<file path="config.mk">
export PLATFORM = sky130hd
export DESIGN_NAME = blc_regs
export DESIGN_NICKNAME = d
export VERILOG_FILES = /design/src/core/blc_pkg.sv /design/src/core/blc_regs.sv
export SDC_FILE = /design/constraint.sdc
export NUM_CORES = 1
export LEC_CHECK = 0
export BUFFER_PORTS_ARGS = -buffer_cell sky130_fd_sc_hd__buf_4
export CAP_MARGIN = 20
export CORE_UTILIZATION = 60
export DETAILED_ROUTE_END_ITERATION = 12
export PLACE_DENSITY = 0.76
export SLEW_MARGIN = 40
export SYNTH_ARGS = -nofsm -noshare
export SYNTH_HDL_FRONTEND = slang
export SYNTH_SLANG_ARGS = --single-unit
</file>
<file path="constraint.sdc">
create_clock -name clk -period 99.4 [get_ports clk]
set_input_delay 4.97 -clock clk [delete_from_list [all_inputs] [get_ports clk]]
set_output_delay 4.97 -clock clk [all_outputs]
set_load 0.02 [all_outputs]
</file>
<file path="src/core/blc_pkg.sv">
// package: register map, field layout, reset values and timing for the bridge link control block
// What this block does
// - two-bit spread field sets link clock jitter: off, 2%, 4% or 8%.
// - four-bit rate field selects link bit rate, 1 Mbit/s up to 20 Mbit/s.
// - transmission starts only once stored words reach threshold plus one.
// - writing one to transmit flush discards every queued transmit word.
// - data ready pin goes low when receive words reach threshold plus one.
// - writing one to receive flush discards every held receive word.
// - writing one to enter bit moves device to safe state; zero changes nothing.
// - writing one to leave bit with enter bit zero returns device from safe to normal state.
// - host inactivity watchdog enters safe state after 40, 20, 10 ms or never.
package blc_pkg;
  // register indices on the serial port
  localparam logic [6:0] ADR_ID = 7'h00;
  localparam logic [6:0] ADR_HOST = 7'h01;
  localparam logic [6:0] ADR_RATE = 7'h02;
  localparam logic [6:0] ADR_TXL = 7'h03;
  localparam logic [6:0] ADR_RXL = 7'h04;
  localparam logic [6:0] ADR_SAFE = 7'h05;
  // field positions
  localparam int RATE_LSB = 0;
  localparam int SPREAD_LSB = 8;
  localparam int TXL_LSB = 0;
  localparam int RXL_LSB = 0;
  localparam int FLUSH_BIT = 15;
  localparam int ENTER_BIT = 2;
  localparam int LEAVE_BIT = 0;
  localparam int WDT_LSB = 12;
  // reset values and the watchdog off code
  localparam logic [3:0] RST_RATE = 4'h0;
  localparam logic [1:0] RST_SPREAD = 2'h0;
  localparam logic [8:0] RST_TXL = 9'h1FF;
  localparam logic [7:0] RST_RXL = 8'hFF;
  localparam logic [1:0] RST_WDT = 2'h0;
  localparam logic [1:0] WDT_OFF = 2'h3;
  // timing
  localparam int CLK_KHZ = 125000;
  localparam int WDT_MS_A = 40;
  localparam int WDT_MS_B = 20;
  localparam int WDT_MS_C = 10;
  localparam int WDT_A_CYC = WDT_MS_A * CLK_KHZ;
  localparam int WDT_B_CYC = WDT_MS_B * CLK_KHZ;
  localparam int WDT_C_CYC = WDT_MS_C * CLK_KHZ;
  localparam int RATE_KBPS [16] = '{1000, 1250, 1430, 1670, 2000, 2220, 2500, 2860,
                                    3330, 4000, 5000, 6670, 8000, 10000, 13330, 20000};
  localparam int SPREAD_PCT [4] = '{0, 2, 4, 8};
  localparam int FRAME_LAST = 23;
  localparam int HDR_LAST = 7;
  localparam int WORD_W = 16;
  localparam int TX_DEPTH = 32;

  typedef enum logic {ST_NORMAL = 1'b0, ST_SAFE = 1'b1} blc_state_t;

  typedef struct packed {
    logic [1:0] wdt;
    logic [1:0] spread;
    logic [3:0] rate;
    logic [8:0] tx_lvl;
    logic [7:0] rx_lvl;
  } blc_cfg_t;

  // clock cycles per link bit; rounds down so the link never runs slow
  function automatic logic [7:0] rate_cycles(input logic [3:0] code);
    rate_cycles = 8'(CLK_KHZ / RATE_KBPS[code]);
  endfunction
endpackage

</file>
<file path="src/core/blc_regs.sv">
// file: transmit queue and the link control register block
`timescale 1ns/1ns
module blc_fifo #(
  parameter int W = 16,
  parameter int D = 32
) (
  input wire logic clk,
  input wire logic sys_rst,
  input wire logic flush,
  input wire logic [W-1:0] in_data,
  input wire logic in_valid,
  output logic in_ready,
  output logic [W-1:0] out_data,
  output logic out_valid,
  input wire logic out_ready,
  output logic [$clog2(D):0] count
);
  localparam int AW = $clog2(D);
  logic [W-1:0] mem [D];
  logic [AW-1:0] wp_ff, rp_ff, nxt_wp, nxt_rp;
  logic [AW:0] cnt_ff, nxt_cnt;
  logic push, pop, room_ff, nxt_room;

  // pointer and fill arithmetic; flush drops a push in the same cycle
  always_comb begin
    push = in_valid && in_ready && !flush;
    pop = out_valid && out_ready && !flush;
    nxt_wp = wp_ff + AW'(push);
    nxt_rp = rp_ff + AW'(pop);
    nxt_cnt = cnt_ff + (AW+1)'(push) - (AW+1)'(pop);
    if (flush) begin
      nxt_wp = '0;
      nxt_rp = '0;
      nxt_cnt = '0;
    end
    // ready is worked out one cycle early so the refusal comes straight from a flop
    nxt_room = nxt_cnt != (AW+1)'(D);
  end

  always_ff @(posedge clk) begin
    if (sys_rst) begin
      wp_ff <= '0;
      rp_ff <= '0;
      cnt_ff <= '0;
      room_ff <= 1'b1;
    end else begin
      wp_ff <= nxt_wp;
      rp_ff <= nxt_rp;
      cnt_ff <= nxt_cnt;
      room_ff <= nxt_room;
    end
  end

  // storage needs no reset, the fill count guards it
  always_ff @(posedge clk) begin
    if (push) begin
      mem[wp_ff] <= in_data;
    end
  end

  assign in_ready = room_ff;
  assign out_valid = cnt_ff != '0;
  assign out_data = mem[rp_ff];
  assign count = cnt_ff;
endmodule // blc_fifo

module blc_regs #(
  parameter int WDT_A = blc_pkg::WDT_A_CYC,
  parameter int WDT_B = blc_pkg::WDT_B_CYC,
  parameter int WDT_C = blc_pkg::WDT_C_CYC,
  parameter logic [15:0] ID_CODE = 16'h5A5A // arbitrary identity value
) (
  input wire logic clk,
  input wire logic sys_rst,
  input wire logic spi_cs_n,
  input wire logic spi_sclk,
  input wire logic spi_mosi,
  output logic spi_sdo,
  output logic spi_sdo_oe,
  input wire logic link_clk_in,
  output logic link_clk_out,
  output logic link_data_out,
  input wire logic [15:0] tx_word,
  input wire logic tx_word_valid,
  output logic tx_word_ready,
  input wire logic rx_word_taken,
  output logic data_ready_pin_n,
  output logic safe_state
);
  localparam logic [3:0] PIN_RST = 4'h1; // chip select idles high
  localparam int P_CS = 0;
  localparam int P_SCK = 1;
  localparam int P_MOSI = 2;
  localparam int P_LCK = 3;

  // pin synchronisers: three stages, a change counts once stages two and three agree
  logic [3:0] pin_in, s1_ff, s2_ff, s3_ff, flt_ff, prv_ff, nxt_flt;
  assign pin_in = {link_clk_in, spi_mosi, spi_sclk, spi_cs_n};
  always_comb begin
    nxt_flt = (s3_ff & ~(s2_ff ^ s3_ff)) | (flt_ff & (s2_ff ^ s3_ff));
  end
  always_ff @(posedge clk) begin
    if (sys_rst) begin
      s1_ff <= PIN_RST;
      s2_ff <= PIN_RST;
      s3_ff <= PIN_RST;
      flt_ff <= PIN_RST;
      prv_ff <= PIN_RST;
    end else begin
      s1_ff <= pin_in;
      s2_ff <= s1_ff;
      s3_ff <= s2_ff;
      flt_ff <= nxt_flt;
      prv_ff <= flt_ff;
    end
  end

  logic cs_n, sclk_rise, sclk_fall, cs_rise, lclk_rise;
  assign cs_n = flt_ff[P_CS];
  assign sclk_rise = flt_ff[P_SCK] && !prv_ff[P_SCK];
  assign sclk_fall = !flt_ff[P_SCK] && prv_ff[P_SCK];
  assign cs_rise = flt_ff[P_CS] && !prv_ff[P_CS];
  assign lclk_rise = flt_ff[P_LCK] && !prv_ff[P_LCK];

  blc_pkg::blc_cfg_t cfg_ff, nxt_cfg;
  blc_pkg::blc_state_t state_ff, nxt_state;

  // serial port: 8 header bits (write flag, 7-bit index) then 16 data bits, msb first
  logic [4:0] bcnt_ff, nxt_bcnt;
  logic [23:0] sh_ff, nxt_sh, frame_in;
  logic [15:0] rd_ff, nxt_rd, rdata, wd_ff, nxt_wd;
  logic [6:0] wa_ff, nxt_wa;
  logic sdo_ff, nxt_sdo, oe_ff, wr_ff, nxt_wr;

  // read decode of the index just received
  always_comb begin
    rdata = 16'h0000;
    if (frame_in[6:0] == blc_pkg::ADR_ID) begin
      rdata = ID_CODE;
    end else if (frame_in[6:0] == blc_pkg::ADR_HOST) begin
      rdata[blc_pkg::WDT_LSB +: 2] = cfg_ff.wdt;
    end else if (frame_in[6:0] == blc_pkg::ADR_RATE) begin
      rdata[blc_pkg::RATE_LSB +: 4] = cfg_ff.rate;
      rdata[blc_pkg::SPREAD_LSB +: 2] = cfg_ff.spread;
    end else if (frame_in[6:0] == blc_pkg::ADR_TXL) begin
      rdata[blc_pkg::TXL_LSB +: 9] = cfg_ff.tx_lvl; // flush bit reads zero
    end else if (frame_in[6:0] == blc_pkg::ADR_RXL) begin
      rdata[blc_pkg::RXL_LSB +: 8] = cfg_ff.rx_lvl;
    end
  end

  always_comb begin
    frame_in = {sh_ff[22:0], flt_ff[P_MOSI]};
    nxt_bcnt = bcnt_ff;
    nxt_sh = sh_ff;
    nxt_rd = rd_ff;
    nxt_sdo = sdo_ff;
    nxt_wr = 1'b0;
    nxt_wa = wa_ff;
    nxt_wd = wd_ff;
    if (cs_n) begin
      nxt_bcnt = 5'h00;
    end else if (sclk_rise) begin
      nxt_sh = frame_in;
      if (bcnt_ff != 5'(blc_pkg::FRAME_LAST + 1)) begin
        nxt_bcnt = bcnt_ff + 5'h01; // bits past the frame are ignored
      end
      if (bcnt_ff == 5'(blc_pkg::HDR_LAST)) begin
        nxt_sdo = rdata[15];
        nxt_rd = {rdata[14:0], 1'b0};
      end
      if (bcnt_ff == 5'(blc_pkg::FRAME_LAST)) begin
        nxt_wr = frame_in[23];
        nxt_wa = frame_in[22:16];
        nxt_wd = frame_in[15:0];
      end
    end else if (sclk_fall && bcnt_ff > 5'(blc_pkg::HDR_LAST + 1)) begin
      nxt_sdo = rd_ff[15];
      nxt_rd = {rd_ff[14:0], 1'b0};
    end
  end

  always_ff @(posedge clk) begin
    if (sys_rst) begin
      bcnt_ff <= 5'h00;
      sh_ff <= 24'h000000;
      rd_ff <= 16'h0000;
      sdo_ff <= 1'b0;
      oe_ff <= 1'b0;
      wr_ff <= 1'b0;
      wa_ff <= 7'h00;
      wd_ff <= 16'h0000;
    end else begin
      bcnt_ff <= nxt_bcnt;
      sh_ff <= nxt_sh;
      rd_ff <= nxt_rd;
      sdo_ff <= nxt_sdo;
      oe_ff <= !cs_n;
      wr_ff <= nxt_wr;
      wa_ff <= nxt_wa;
      wd_ff <= nxt_wd;
    end
  end

  // register writes; action bits become single pulses and are never stored
  logic enter_ff, nxt_enter, leave_ff, nxt_leave, txf_ff, nxt_txf, rxf_ff, nxt_rxf, wexp_ff;
  always_comb begin
    nxt_cfg = cfg_ff;
    nxt_enter = 1'b0;
    nxt_leave = 1'b0;
    nxt_txf = 1'b0;
    nxt_rxf = 1'b0;
    nxt_state = state_ff;
    if (wr_ff) begin
      if (wa_ff == blc_pkg::ADR_HOST) begin
        nxt_cfg.wdt = wd_ff[blc_pkg::WDT_LSB +: 2];
      end else if (wa_ff == blc_pkg::ADR_RATE) begin
        nxt_cfg.rate = wd_ff[blc_pkg::RATE_LSB +: 4];
        nxt_cfg.spread = wd_ff[blc_pkg::SPREAD_LSB +: 2];
      end else if (wa_ff == blc_pkg::ADR_TXL) begin
        nxt_cfg.tx_lvl = wd_ff[blc_pkg::TXL_LSB +: 9];
        nxt_txf = wd_ff[blc_pkg::FLUSH_BIT];
      end else if (wa_ff == blc_pkg::ADR_RXL) begin
        nxt_cfg.rx_lvl = wd_ff[blc_pkg::RXL_LSB +: 8];
        nxt_rxf = wd_ff[blc_pkg::FLUSH_BIT];
      end else if (wa_ff == blc_pkg::ADR_SAFE) begin
        nxt_enter = wd_ff[blc_pkg::ENTER_BIT];
        nxt_leave = wd_ff[blc_pkg::LEAVE_BIT];
      end
    end
    // entering wins over leaving so a fault path is never masked
    if (enter_ff || wexp_ff) begin
      nxt_state = blc_pkg::ST_SAFE;
    end else if (leave_ff) begin
      nxt_state = blc_pkg::ST_NORMAL;
    end
  end

  always_ff @(posedge clk) begin
    if (sys_rst) begin
      cfg_ff <= '{blc_pkg::RST_WDT, blc_pkg::RST_SPREAD, blc_pkg::RST_RATE, blc_pkg::RST_TXL, blc_pkg::RST_RXL};
      enter_ff <= 1'b0;
      leave_ff <= 1'b0;
      txf_ff <= 1'b0;
      rxf_ff <= 1'b0;
      state_ff <= blc_pkg::ST_NORMAL;
    end else begin
      cfg_ff <= nxt_cfg;
      enter_ff <= nxt_enter;
      leave_ff <= nxt_leave;
      txf_ff <= nxt_txf;
      rxf_ff <= nxt_rxf;
      state_ff <= nxt_state;
    end
  end

  // host inactivity watchdog, restarted by every end of frame
  logic [22:0] wdt_ff, nxt_wdt, wlim;
  logic nxt_wexp;
  always_comb begin
    case (cfg_ff.wdt)
      2'h0: wlim = 23'(WDT_A);
      2'h1: wlim = 23'(WDT_B);
      2'h2: wlim = 23'(WDT_C);
      default: wlim = 23'h000000; // disabled
    endcase
    nxt_wdt = wdt_ff;
    nxt_wexp = 1'b0;
    if (cs_rise || wlim == 23'h000000) begin
      nxt_wdt = 23'h000000;
    end else if (wdt_ff < wlim) begin
      nxt_wdt = wdt_ff + 23'h000001;
      nxt_wexp = nxt_wdt == wlim; // fires once, then holds
    end
  end
  always_ff @(posedge clk) begin
    if (sys_rst) begin
      wdt_ff <= 23'h000000;
      wexp_ff <= 1'b0;
    end else begin
      wdt_ff <= nxt_wdt;
      wexp_ff <= nxt_wexp;
    end
  end

  // transmit queue
  logic [15:0] q_data;
  logic q_valid, q_pop;
  logic [5:0] q_count;
  blc_fifo #(.W(blc_pkg::WORD_W), .D(blc_pkg::TX_DEPTH)) u_txq (
    .clk(clk),
    .sys_rst(sys_rst),
    .flush(txf_ff),
    .in_data(tx_word),
    .in_valid(tx_word_valid),
    .in_ready(tx_word_ready),
    .out_data(q_data),
    .out_valid(q_valid),
    .out_ready(q_pop),
    .count(q_count)
  );

  // link bit timer with spread: each period is stretched by a pseudo-random share
  logic [7:0] div_ff, nxt_div, lfsr_ff, nxt_lfsr, per, jit, plen;
  logic [15:0] ser_ff, nxt_ser;
  logic [3:0] left_ff, nxt_left;
  logic tick, lck_ff, nxt_lck, txd_ff, nxt_txd, start_ff, nxt_start;
  always_comb begin
    per = blc_pkg::rate_cycles(cfg_ff.rate);
    jit = 8'((int'(per) * blc_pkg::SPREAD_PCT[cfg_ff.spread] * int'(lfsr_ff[3:0])) / 1600);
    plen = per + jit;
    tick = div_ff >= plen - 8'h01;
    nxt_div = tick ? 8'h00 : div_ff + 8'h01;
    nxt_lck = nxt_div < (plen >> 1);
    nxt_lfsr = tick ? {lfsr_ff[6:0], lfsr_ff[7] ^ lfsr_ff[5] ^ lfsr_ff[4] ^ lfsr_ff[3]} : lfsr_ff;
    // hold words until the fill reaches the level plus one, run until drained
    nxt_start = start_ff ? (q_valid || left_ff != 4'h0) : ({3'b000, q_count} > cfg_ff.tx_lvl);
    q_pop = tick && left_ff == 4'h0 && q_valid && start_ff && state_ff == blc_pkg::ST_NORMAL;
    nxt_ser = ser_ff;
    nxt_left = left_ff;
    nxt_txd = txd_ff;
    if (tick) begin
      if (left_ff != 4'h0) begin
        nxt_txd = ser_ff[15];
        nxt_ser = {ser_ff[14:0], 1'b0};
        nxt_left = left_ff - 4'h1;
      end else if (q_pop) begin
        nxt_txd = q_data[15];
        nxt_ser = {q_data[14:0], 1'b0};
        nxt_left = 4'hF;
      end else begin
        nxt_txd = 1'b0;
      end
    end
    if (txf_ff) begin
      nxt_start = 1'b0; // a word in flight is dropped too
      nxt_left = 4'h0;
    end
  end
  always_ff @(posedge clk) begin
    if (sys_rst) begin
      div_ff <= 8'h00;
      lfsr_ff <= 8'h01;
      lck_ff <= 1'b0;
      ser_ff <= 16'h0000;
      left_ff <= 4'h0;
      txd_ff <= 1'b0;
      start_ff <= 1'b0;
    end else begin
      div_ff <= nxt_div;
      lfsr_ff <= nxt_lfsr;
      lck_ff <= nxt_lck;
      ser_ff <= nxt_ser;
      left_ff <= nxt_left;
      txd_ff <= nxt_txd;
      start_ff <= nxt_start;
    end
  end

  // receive side: 16 returned link clock edges make one word
  logic [3:0] rbit_ff, nxt_rbit;
  logic [8:0] rx_ff, nxt_rx;
  logic data_ready_pin_n_ff, nxt_data_ready_pin_n;
  always_comb begin
    nxt_rbit = lclk_rise ? rbit_ff + 4'h1 : rbit_ff;
    nxt_rx = rx_ff;
    if (lclk_rise && rbit_ff == 4'hF && rx_ff != 9'h1FF) begin
      nxt_rx = nxt_rx + 9'h001;
    end
    if (rx_word_taken && nxt_rx != 9'h000) begin
      nxt_rx = nxt_rx - 9'h001;
    end
    if (rxf_ff) begin
      nxt_rx = 9'h000;
      nxt_rbit = 4'h0;
    end
    nxt_data_ready_pin_n = !(nxt_rx > {1'b0, nxt_cfg.rx_lvl});
  end
  always_ff @(posedge clk) begin
    if (sys_rst) begin
      rbit_ff <= 4'h0;
      rx_ff <= 9'h000;
      data_ready_pin_n_ff <= 1'b1;
    end else begin
      rbit_ff <= nxt_rbit;
      rx_ff <= nxt_rx;
      data_ready_pin_n_ff <= nxt_data_ready_pin_n;
    end
  end

  assign spi_sdo = sdo_ff;
  assign spi_sdo_oe = oe_ff;
  assign link_clk_out = lck_ff;
  assign link_data_out = txd_ff;
  assign data_ready_pin_n = data_ready_pin_n_ff;
  assign safe_state = state_ff == blc_pkg::ST_SAFE;
endmodule // blc_regs

</file>
==> out/results.ini <==
[grt]
grt_max_degree = 69
overall_track_demand_over_capacity_in_global_routing = 0.306
grt_pass1_vias = 43300
antenna_found_initial = 1
globalRoute.totalOverflow = 0
grt_first_pass_wirelength_um = 233000

[synth]
synth-edff-count = 512
synth.ff_latch_count = 720
syn_inst = 5814
synth_area_leaders = sky130_fd_sc_hd__edfxtp_1 (28%), sky130_fd_sc_hd__ha_1 (10%), sky130_fd_sc_hd__dfxtp_1 (7.5%)
synthesis.area_per_instance_um2 = 9.61
synthesis.area_mm2 = 0.0559
synth-main-ff-cell = sky130_fd_sc_hd__edfxtp_1
synth_sequential_area_ratio = 0.350
synth-warning-count = 0
post-synth-top-area-fraction = 0.275
synth.most_common_cell = sky130_fd_sc_hd__nor2_1
synth_largest_area_cell = sky130_fd_sc_hd__edfxtp_1
post_synth_arst_share = 0
post_synth_most_frequent_cells = sky130_fd_sc_hd__nor2_1 (575), sky130_fd_sc_hd__edfxtp_1 (512), sky130_fd_sc_hd__a21oi_1 (470), sky130_fd_sc_hd__nand2_1 (459), sky130_fd_sc_hd__ha_1 (449)
synthDistinctLibCells = 137

[sta]
post-route-period-util = 0.925
worst_slew_margin_rel = 0.319
report.final.setup_viol = 0
period_minus_slack_ns = 91.97
final_hold_viol_count = 0
max_slew.worst_pin.slew_ns = 1.02
timing.clock.skew_ns = 0.0243
timing.final.max_slew_violations = 0
max_freq_ghz = 0.0109
fin_hold_ws_ns = 0.411

[clocking]
numClockSinks = 720
clk_transition_reported_paths_ns = 0.06
postCtsHoldBufs = 0
clock_tree_from_tritoncts = built
ctsHtreeMaxLevel = 3
cts_made_buffers = 70
clk_buf_depth = 3
root_buffer = sky130_fd_sc_hd__clkbuf_16
clkLatencyLatePin_ns = 0.63

[routing]
drt_first_pass_iters = 6
finalWirelength_um = 149000
dr_total_vias = 46000
post_drt_wl_per_cell_um = 20.9
dr.first_iter.drc_count = 4412
route.antenna.remaining_nets = 0
detail_route.vias_per_cell = 6.43
drt_drc_violations_left = 0

[pwr]
comb_power_share = 0.066
swShare = 0.224
power_per_cell_area_mw_per_mm2 = 10.6
netSwitchingPower_mw = 0.145
share_of_total_power_in_sequential_cells = 0.513
report.power.total_mw = 0.645
clock_power_share = 0.421
peak_supply_drop_mv = 0.0203
power_report.internal_total_mw = 0.500
p_leak_nw = 24.0

[cells_and_area]
fill_cells = 7178
synthToLayoutAreaGrowth_pct = 8.97
finish.instance_area_mm2 = 0.0609
utilization_after_layout = 0.662
n_antenna_cell = 0
final_nets = 6353
share_of_post_route_cells_with_drive_strength_above_1 = 0.130
layout.area.seq_mm2 = 0.0196
area_of_combinational_cells_with_multiple_inputs_mm2 = 0.0351

[job]
drv_cap = 0

[run_status]
status = finished clean

[min_path]
hold_path.class = flip-flop to flip-flop

[floorplan]
die_width_um = 307
io_pins = 31
core_area_mm2 = 0.0919
die_area_mm2 = 0.0943
fp-row-count = 111
starting_utilization_of_the_core_area = 0.608
die_height_um = 307

[worst_setup_path]
crit_path_end_kind = flip-flop
critPathMaxFanout = 34
worst_setup_path_start_kind = flip-flop
critPathSlowestCell = sky130_fd_sc_hd__a2111oi_0
delay_of_the_slowest_cell_on_the_worst_path_ns = 0.54
worst_ep_required_time_ns = 99.90
worst_endpoint_data_arrival_time_ns = 92.48
timing.setup.critical_path_class = flip-flop to flip-flop

[placed_design]
routabilityCongestion = 0.994
port-buffer-count = 30
placedInstanceArea_mm2 = 0.0575
detailed_place_hpwl_um = 104000

registers in the layout (all words and copies together) (netlist names), 5 cells and up, named ones only:
signal and cells:
u_txq.mem 512, wa_ff 7, div_ff 8, rx_ff 9, wd_ff 13, cfg_ff 25, u_txq.count 6, u_txq.wp_ff 5
wdt_ff 23, lfsr_ff 8, sh_ff 23, bcnt_ff 5, u_txq.rp_ff 5, rd_ff 15, ser_ff 15
metrics by stage:
stage	cells	worst slack [ns]	setup TNS, ns
floorplan	5819	10.02	0
global placement	6955	2.07	0
detailed placement	6955	-0.153	-0.170
CTS	7082	0.243	0
global route	7147	-0.408	-0.713
finish	7147	7.43	0
repair_timing:
| action | 4_1_cts | 5_1_grt |
|---|---|---|
| gates resized for setup | 6 | 102 |
| endpoints found under the setup margin | 25 | 49 |
| cloned | 0 | 3 |
| buffers inserted | 0 | 59 |
| pin swaps | 0 | 21 |
layout by cell type, fill, tap and decap left out, types with 53 or more instances in the layout:
cell type	synthesis	routed
sky130_fd_sc_hd__mux2i_1	73	70
sky130_fd_sc_hd__and2_1	93	92
sky130_fd_sc_hd__dfxtp_1	208	201
sky130_fd_sc_hd__o21a_1	68	67
sky130_fd_sc_hd__nand4_1	53	53
sky130_fd_sc_hd__xnor2_1	201	200
sky130_fd_sc_hd__ha_1	449	448
sky130_fd_sc_hd__nand2b_1	111	109
sky130_fd_sc_hd__nor2b_1	93	92
sky130_fd_sc_hd__edfxtp_1	512	512
sky130_fd_sc_hd__xor2_1	144	141
sky130_fd_sc_hd__mux4_2	161	161
sky130_fd_sc_hd__nor2_1	575	552
sky130_fd_sc_hd__inv_1	257	256
sky130_fd_sc_hd__a211oi_1	54	53
sky130_fd_sc_hd__buf_4	11	157
sky130_fd_sc_hd__a21o_1	129	127
sky130_fd_sc_hd__nor3_1	119	113
sky130_fd_sc_hd__nand3_1	125	122
sky130_fd_sc_hd__clkbuf_16	0	71
sky130_fd_sc_hd__nand2_1	459	457
sky130_fd_sc_hd__mux2_2	66	66
sky130_fd_sc_hd__o21ai_0	290	283
sky130_fd_sc_hd__a21oi_1	470	460
metal layers:
metal,share of wire,GRT usage
met1,0.43,0.410
met2,0.48,0.522
met3,0.064,0.0339
met4,0.028,0.0943
met5,0,0
cells by family after synthesis:
group | after synthesis | share of synthesized area
multiplexers | 303 | 0.0924
buffers and inverters | 474 | 0.0333
XOR/XNOR | 346 | 0.0544
AO/OA/AOI/OAI | 1563 | 0.187
flip-flops | 720 | 0.350
adder cells (fa/ha/maj) | 486 | 0.113
other | 1 | 0.0000671
AND/OR/NAND/NOR | 1921 | 0.170
layout make-up:
cell class | instances | share of cell area
clock buffer | 90 | 0.0315
tap | 1243 | 0.0256
inverter | 262 | 0.0163
sequential | 720 | 0.321
clock inverter | 37 | 0.00715
timing repair buffer | 167 | 0.0219
multi-input combinational | 4628 | 0.576
power groups by stage:
stage | Combinational, mW | Sequential [mW] | Clock [mW]
final | 0.0428 | 0.331 | 0.271
after CTS | 0.0423 | 0.331 | 0.273
after global placement | 0.0397 | 0.337 | 0
after global routing | 0.0465 | 0.331 | 0.284
after floorplan | 0.0283 | 0.336 | 0
after detailed placement | 0.0413 | 0.337 | 0
critical path: cells and delay by family (launching register included):
family / cells / cell delay [ns]
xor+xnor: 7 / 1.52
flops: 1 / 0.47
buf+inv: 27 / 3.63
simple gates: 128 / 22.16
compound gates: 237 / 45.54
fa+ha+maj: 47 / 15.77
mux: 8 / 2.40
worst paths after layout:
path,from,end,slack [ns],depth (start not counted)
max reg2reg,cfg_ff[17],u_txq.in_ready,7.43,454
min reg2reg,s1_ff[0],s2_ff[0],0.41,1
max,cfg_ff[17],u_txq.in_ready,7.43,454
min,s1_ff[0],s2_ff[0],0.41,1
Note: power is estimated with default switching activity, not from simulation.
